`config.mk`:
```
export PLATFORM = sky130hd
export DESIGN_NAME = ums_modem_host
export DESIGN_NICKNAME = d
export VERILOG_FILES = /design/src/ums_pkg.sv /design/src/ums_addr_latch.sv /design/src/ums_modem_host.sv
export SDC_FILE = /design/constraint.sdc
export NUM_CORES = 1
export LEC_CHECK = 0
export BUFFER_PORTS_ARGS = -buffer_cell sky130_fd_sc_hd__buf_2
export CAP_MARGIN = 20
export CORE_ASPECT_RATIO = 0.5
export CORE_MARGIN = 3
export CORE_UTILIZATION = 48
export DETAILED_ROUTE_END_ITERATION = 16
export PLACE_DENSITY = 0.78
export SLEW_MARGIN = 30
export SYNTH_ARGS = -nofsm -noshare
export SYNTH_HDL_FRONTEND = slang
export SYNTH_SLANG_ARGS = --single-unit
export TNS_END_PERCENT = 5
```
`constraint.sdc`:
```
create_clock -name clk -period 2.1 [get_ports clk]
set_input_delay 0.42 -clock clk [delete_from_list [all_inputs] [get_ports clk]]
set_output_delay 0.42 -clock clk [all_outputs]
set_load 0.02 [all_outputs]
```
`src/ums_pkg.sv`:
```
// Purpose: shared constants and carriers for the host select and modem pin block
// Assumes: one clock, pins synchronous to it
// Notes: modem status bit positions and modem control bit positions
package ums_pkg;
  localparam int MSR_DCTS = 0;
  localparam int MSR_DDSR = 1;
  localparam int MSR_DDCD = 3;
  localparam int MSR_CTS = 4;
  localparam int MSR_DSR = 5;
  localparam int MSR_DCD = 7;
  localparam int MCR_DTR = 0;
  localparam int MCR_OUTA = 2;
  localparam int MCR_OUTB = 3;
  localparam int MCR_LOOP = 4;
  localparam logic [7:0] MSR_RESET = 8'h00;
  localparam logic [7:0] MCR_RESET = 8'h00;
  localparam logic [2:0] REG_MSR = 3'h6;
  localparam logic [2:0] REG_MCR = 3'h4;
  localparam int RCLK_RATIO = 16;

  // latched bus selection: register address and three chip selects
  typedef struct packed {
    logic [2:0] addr;
    logic selHighA;
    logic selHighB;
    logic selLowN;
  } ums_sel_t;

  // modem status inputs, levels as on the pins
  typedef struct packed {
    logic ctsN;
    logic dsrN;
    logic dcdN;
  } ums_modem_t;

  // pending interrupt sources from the rest of the uart
  typedef struct packed {
    logic rxError;
    logic rxAvail;
    logic rxTimeout;
    logic thrEmpty;
  } ums_irq_src_t;
endpackage

```
`src/ums_addr_latch.sv`:
```
// Purpose: address strobe latch for register and chip selects
// Assumes: strobe low is transparent, high holds
// Notes: output is combinational through when strobe low
`timescale 1ns/1ps
module ums_addr_latch (
  input wire logic clk,
  input wire logic nrst,
  input wire logic address_latch_strobe,
  input ums_pkg::ums_sel_t selIn,
  output ums_pkg::ums_sel_t selOut
);
  import ums_pkg::*;

  ums_sel_t held_q;

  // capture while the strobe is low so the level at its rising edge is kept
  always_ff @(posedge clk) begin
    if (!nrst) begin
      held_q <= '0;
    end else if (!address_latch_strobe) begin
      held_q <= selIn;
    end
  end

  // transparent while low, held while high
  assign selOut = address_latch_strobe ? held_q : selIn;
endmodule

```
`src/ums_modem_host.sv`:
```
// Purpose: host selection, data bus, interrupt and modem pins of a uart
// Assumes: all pins synchronous to clk; shifters and fifos live elsewhere
// Notes: nrst resets the whole block; master_reset_in resets all of it except the address latch
`timescale 1ns/1ps
module ums_modem_host (
  input wire logic clk,
  input wire logic nrst,
  input wire logic master_reset_in,
  input wire logic address_latch_strobe,
  input wire logic [2:0] regAddr,
  input wire logic select_high_a,
  input wire logic select_high_b,
  input wire logic select_low_n,
  input wire logic read_strobe_n,
  input wire logic read_strobe,
  input wire logic write_strobe_n,
  input wire logic [7:0] dataIn,
  input wire logic [7:0] regReadData,
  input ums_pkg::ums_modem_t modemIn,
  input ums_pkg::ums_irq_src_t irqSrc,
  input wire logic fifoMode,
  input wire logic msIntEnable,
  input wire logic autoCtsEnable,
  input wire logic rclkTick,
  output logic [7:0] dataOut,
  output logic dataOe,
  output logic transceiver_disable_out,
  output logic intOut,
  output logic txEnable,
  output logic rxSampleTick,
  output logic dtrN,
  output logic user_output_a,
  output logic user_output_b,
  output logic [7:0] modem_control_reg,
  output logic chipSelected
);
  import ums_pkg::*;

  ums_sel_t selNow;
  ums_sel_t sel;
  logic rst;
  logic selected;
  logic rdActive;
  logic wrActive;
  logic msrRead;
  logic [7:0] msr;
  logic [7:0] mcr_q;
  logic [2:0] delta_q;
  logic [2:0] prev_q;
  logic [2:0] change;
  logic msIrq_q;
  logic loopMode;
  logic [7:0] dataOut_q;
  logic dataOe_q;
  logic transceiver_disable_out_q;
  logic int_q;
  logic tx_q;
  logic dtr_q;
  logic outA_q;
  logic outB_q;
  logic tick_q;
  logic rclkPrev_q;
  logic [3:0] rclkCnt_q;

  // elaboration check on the receiver clock ratio
  if (RCLK_RATIO != 16) begin : g_badRatio
    $error("receiver clock ratio must be sixteen");
  end

  // select decode used for chip qualification; the checks decode the pins on their own
  function automatic logic isSelected(input ums_sel_t s);
    return s.selHighA && s.selHighB && !s.selLowN;
  endfunction

  ////////////////////////////////////////////////////////////////////////
  // selection and strobes

  assign rst = !nrst || master_reset_in;
  assign selNow = '{addr: regAddr, selHighA: select_high_a, selHighB: select_high_b, selLowN: select_low_n};

  ums_addr_latch u_latch (
    .clk(clk),
    .nrst(nrst),
    .address_latch_strobe(address_latch_strobe),
    .selIn(selNow),
    .selOut(sel)
  );

  assign selected = isSelected(sel);
  assign rdActive = selected && (!read_strobe_n || read_strobe);
  assign wrActive = selected && !write_strobe_n;
  assign loopMode = mcr_q[MCR_LOOP];

  ////////////////////////////////////////////////////////////////////////
  // modem control register, written by the cpu

  always_ff @(posedge clk) begin
    if (rst) begin
      mcr_q <= MCR_RESET;
    end else if (wrActive && sel.addr == REG_MCR) begin
      mcr_q <= dataIn;
    end
  end

  ////////////////////////////////////////////////////////////////////////
  // modem status: levels, change flags, read clear

  assign change = prev_q ^ {modemIn.dcdN, modemIn.dsrN, modemIn.ctsN};
  assign msrRead = rdActive && sel.addr == REG_MSR;

  // modem status image; levels shown inverted as active high
  always_comb begin
    msr = MSR_RESET;
    msr[MSR_CTS] = !modemIn.ctsN;
    msr[MSR_DSR] = !modemIn.dsrN;
    msr[MSR_DCD] = !modemIn.dcdN;
    msr[MSR_DCTS] = delta_q[0];
    msr[MSR_DDSR] = delta_q[1];
    msr[MSR_DDCD] = delta_q[2];
  end

  // previous pin levels for change detection
  always_ff @(posedge clk) begin
    if (rst) begin
      prev_q <= 3'h7;
    end else begin
      prev_q <= {modemIn.dcdN, modemIn.dsrN, modemIn.ctsN};
    end
  end

  // change flags: a new change wins over the read clear
  always_ff @(posedge clk) begin
    if (rst) begin
      delta_q <= 3'h0;
    end else if (msrRead) begin
      delta_q <= change;
    end else begin
      delta_q <= delta_q | change;
    end
  end

  // pending modem interrupt, cleared by the status read
  always_ff @(posedge clk) begin
    if (rst) begin
      msIrq_q <= 1'b0;
    end else if (msIntEnable && ((change[0] && !autoCtsEnable) || |change[2:1])) begin
      msIrq_q <= 1'b1;
    end else if (msrRead || !msIntEnable) begin
      msIrq_q <= 1'b0;
    end
  end

  ////////////////////////////////////////////////////////////////////////
  // host bus outputs

  // read data onto the bus only during reads
  always_ff @(posedge clk) begin
    if (rst) begin
      dataOut_q <= 8'h00;
      dataOe_q <= 1'b0;
      transceiver_disable_out_q <= 1'b0;
    end else begin
      dataOe_q <= rdActive;
      transceiver_disable_out_q <= rdActive;
      if (rdActive) begin
        dataOut_q <= (sel.addr == REG_MSR) ? msr : (sel.addr == REG_MCR) ? mcr_q : regReadData;
      end
    end
  end

  // interrupt output from all pending sources, the receive timeout only in fifo mode
  always_ff @(posedge clk) begin
    if (rst) begin
      int_q <= 1'b0;
    end else begin
      int_q <= irqSrc.rxError || irqSrc.rxAvail || (fifoMode && irqSrc.rxTimeout)
        || irqSrc.thrEmpty || msIrq_q;
    end
  end

  ////////////////////////////////////////////////////////////////////////
  // modem outputs and transmitter gate

  always_ff @(posedge clk) begin
    if (rst) begin
      dtr_q <= 1'b1;
      outA_q <= 1'b1;
      outB_q <= 1'b1;
      tx_q <= 1'b0;
    end else begin
      dtr_q <= loopMode || !mcr_q[MCR_DTR];
      outA_q <= loopMode || !mcr_q[MCR_OUTA];
      outB_q <= loopMode || !mcr_q[MCR_OUTB];
      tx_q <= !autoCtsEnable || !modemIn.ctsN;
    end
  end

  ////////////////////////////////////////////////////////////////////////
  // receiver clock: one sample tick per sixteen rising edges of the external clock

  always_ff @(posedge clk) begin
    if (rst) begin
      rclkPrev_q <= 1'b0;
      rclkCnt_q <= 4'h0;
      tick_q <= 1'b0;
    end else begin
      rclkPrev_q <= rclkTick;
      tick_q <= 1'b0;
      if (rclkTick && !rclkPrev_q) begin
        rclkCnt_q <= rclkCnt_q + 4'h1;
        tick_q <= (rclkCnt_q == 4'h7);
      end
    end
  end

  assign dataOut = dataOut_q;
  assign dataOe = dataOe_q;
  assign transceiver_disable_out = transceiver_disable_out_q;
  assign intOut = int_q;
  assign txEnable = tx_q;
  assign rxSampleTick = tick_q;
  assign dtrN = dtr_q;
  assign user_output_a = outA_q;
  assign user_output_b = outB_q;
  assign modem_control_reg = mcr_q;
  assign chipSelected = selected;
endmodule

```
==> results.md <==
* Routed len/inst at about 14 um
* Final setup TNS at 0 ns
* Setup Viol. Count Final at 0
* CTS H-tree depth at 2
* Fin. Hold Viols at 0
* Final core occ at between 60% and 70%
* Path category of the worst min-delay check: primary input to flip-flop
* Syn avg cell area at 9.58 um2
* Worst-Skew Late Latency at a little under 0.3 ns
* Root Buffer: clkbuf_8
* DRC at 0
* Die height at roughly 49 um
* Worst Path Arrival at 1.76 ns
* Routed via count at about 1.5k
* Synth Instances at 181
* Routed vias/inst at around 5.2
* Final #Nets at slightly below 300
* Minimum clock period at approximately 1.6 ns
* IO Pins at 65
* Synth async-reset ratio at 0%
* TritonRoute pass-1 iters at 4
* Crit share post-route at between 70% and 80%
* Pwr Total at ~1.6 mW
* Reg-to-reg critical path endpoint: dataOut[3]
* Clk pin slew, worst setup/hold paths at about 0.080 ns
* Pins Over Slew Limit at 0
* Final wirelength at roughly 4.1 mm
* Worst reg-to-reg setup slack at between 0.6 and 0.7 ns
* Filler Cell Count at 283
* Register area share after synthesis at between 40% and 50%
* Clock buffer count from CTS at 5
* Fmax at 628 MHz
* Fraction of layout cells with a size suffix above 1 at 34.9%
* Post_cts resized at 0
* Max-slew headroom at between 70% and 80%
* Synth area leader: dfxtp_1
* Standard-cell row count at 14
* Synth top area cells: dfxtp_1 47%, a31oi_1 5.1%, nand2_1 4.3%
* Seq. cell area at approximately 820 um2
* Area growth syn-to-layout at 27.9%
* Status: completed
* Max clock buf depth at 2
* Crit end category: flip-flop
* Hold EP: txEnable
* Aggregate global routing overflow at 0
* MaxCap Viol Count at 0
* Hold-fix buffers at CTS at 0
* Number of synthesized flops with an enable pin at 0
* DRT antenna net count at 0
* CP Max Fanout at 8
* Hold path cells at 2
* Worst Clk Skew at between 0.006 and 0.007 ns
* 1st-iter DRT viols at 50
* RR Startpoint: u_latch.held_q[3]
* Post-synth top flop: dfxtp_1
* Initial Util at between 50 and 60%
* CP startpoint kind: primary input
* I/O Buffers at 64
* Leak at just under 1 nW
* Die area at around 4400 um2
* Tot GR Track Use at 19.8%
* Net count after synthesis at 222
* Final GP Congestion at ~0.80
* Core area at about 3200 um2
* First-pass GRT wire length at between 7 and 8 mm
* Vias in the first global route at about 1.5k
* Top-count cell post-synth: dfxtp_1
* Mapped cell area at about 1700 um2
* Yosys cell types at 35
* Critical path type: primary input to flip-flop
* Worst Max-Slew Pin Slew at roughly 0.43 ns
* Die width at between 90 and 100 um
* Clk sinks at 41
* Number of post-CTS setup repair buffers at 0
* Post-DP HPWL at about 3.0 mm
* FF+latch count, synth at about 40
* Post-synth top area share at about 47%
* WP data required at ~2.3 ns
* RSZ-0062 raised after global routing: no
* Syn. warnings at 0
* Antenna Cells at 0
* Antenna violations before repair at 0
* Pwr dens at 737 nW/um2
* CTS tree: built
* Largest net degree at the start of global routing at 35
* Area occupied by multi-input gates at roughly 840 um2
* Worst hold start: autoCtsEnable
* Maximum vdd drop at roughly 0.36 mV
* Commonest cells in the synthesized netlist: 41 x dfxtp_1, 20 x nand2_1, 15 x o21ai_0
* Reg2reg path depth at 4
==> metal layers <==
metal  wire length (um)  GRT usage [%]  vias up  share of wire (%)
met3                315           5.57        6                7.6
met2               1940           32.6       53                 47
met4                 54           6.75        0                1.3
li1                   -              -      775                  -
met1               1810           25.2      706                 44
met5                  0              0        -                  0
==> worst max-delay path, stage by stage <==
cell and delay, ns:
buf_2 0.16, buf_4 0.18, and3b_1 0.21, or2_2 0.38, a31oi_1 0.28, a31oi_1 0.13
==> area by class of cell <==
| class | instances | share of cell area, % |
|---|---|---|
| tap | 48 | 2.71 |
| clock buffer | 7 | 3.89 |
| multi-input combinational | 128 | 38.1 |
| inverter | 1 | 0.169 |
| clock inverter | 1 | 1.35 |
| timing repair buffer | 71 | 16.8 |
| sequential | 41 | 37.0 |
==> power by group <==
part	switching (mW)	internal [mW]	leakage (nW)
registers	0.0110	0.798	0.334
logic	0.0877	0.0804	0.591
clock network	0.270	0.388	0.0585
==> how the worst max path moves through the flow <==
stage / cells after the start / start / end
5_1_grt: 6 / address_latch_strobe / modem_control_reg[3]
6_report: 6 / address_latch_strobe / dataOut[3]
2_1_floorplan: 7 / address_latch_strobe / dataOut[0]
3_3_place_gp: 6 / address_latch_strobe / modem_control_reg[5]
4_1_cts: 3 / u_latch.held_q[0] / chipSelected
3_5_place_dp: 6 / address_latch_strobe / modem_control_reg[2]
==> logic make-up (layout without fill, tap and decap cells) <==
| kind of cell | count (synthesis) | count (layout) | synth area share [%] |
|---|---|---|---|
| AND/OR/NAND/NOR | 72 | 72 | 25.2 |
| AO/OA/AOI/OAI | 42 | 42 | 15.6 |
| flip-flops | 41 | 41 | 47.3 |
| buffers and inverters | 12 | 80 | 4.11 |
| multiplexers | 7 | 7 | 4.04 |
| XOR/XNOR | 6 | 6 | 3.03 |
| adder cells (fa/ha/maj) | 1 | 1 | 0.721 |
==> through the flow <==
stage	worst slack, ns	instances	cell area (um2)	hold slack (ns)
3_3_place_gp	0.253	289	2100	0.402
3_5_place_dp	0.205	289	2100	0.402
4_1_cts	0.503	297	2220	0.309
5_1_grt	0.419	297	2220	0.312
6_report	0.507	297	2220	0.316
2_1_floorplan	0.390	181	1730	0.419
==> placed cells by master (no fill, tap or decap), types with 2 or more instances in the layout <==
| cell type | synthesis | final |
|---|---|---|
| and2_1 | 3 | 3 |
| dfxtp_1 | 41 | 41 |
| nor2b_1 | 9 | 8 |
| nor4_1 | 2 | 2 |
| o21ai_0 | 15 | 15 |
| nand2_1 | 20 | 20 |
| a21oi_1 | 4 | 4 |
| nand3_1 | 10 | 10 |
| clkbuf_8 | 0 | 6 |
| nor3b_1 | 8 | 8 |
| a31oi_1 | 14 | 14 |
| o22ai_1 | 3 | 3 |
| xnor2_1 | 5 | 5 |
| buf_2 | 3 | 64 |
| o21ai_2 | 2 | 2 |
| mux2i_1 | 7 | 7 |
| nor2_1 | 5 | 5 |
| nand2b_1 | 7 | 7 |
| buf_4 | 2 | 7 |
Note: power is estimated with default switching activity, not from simulation.
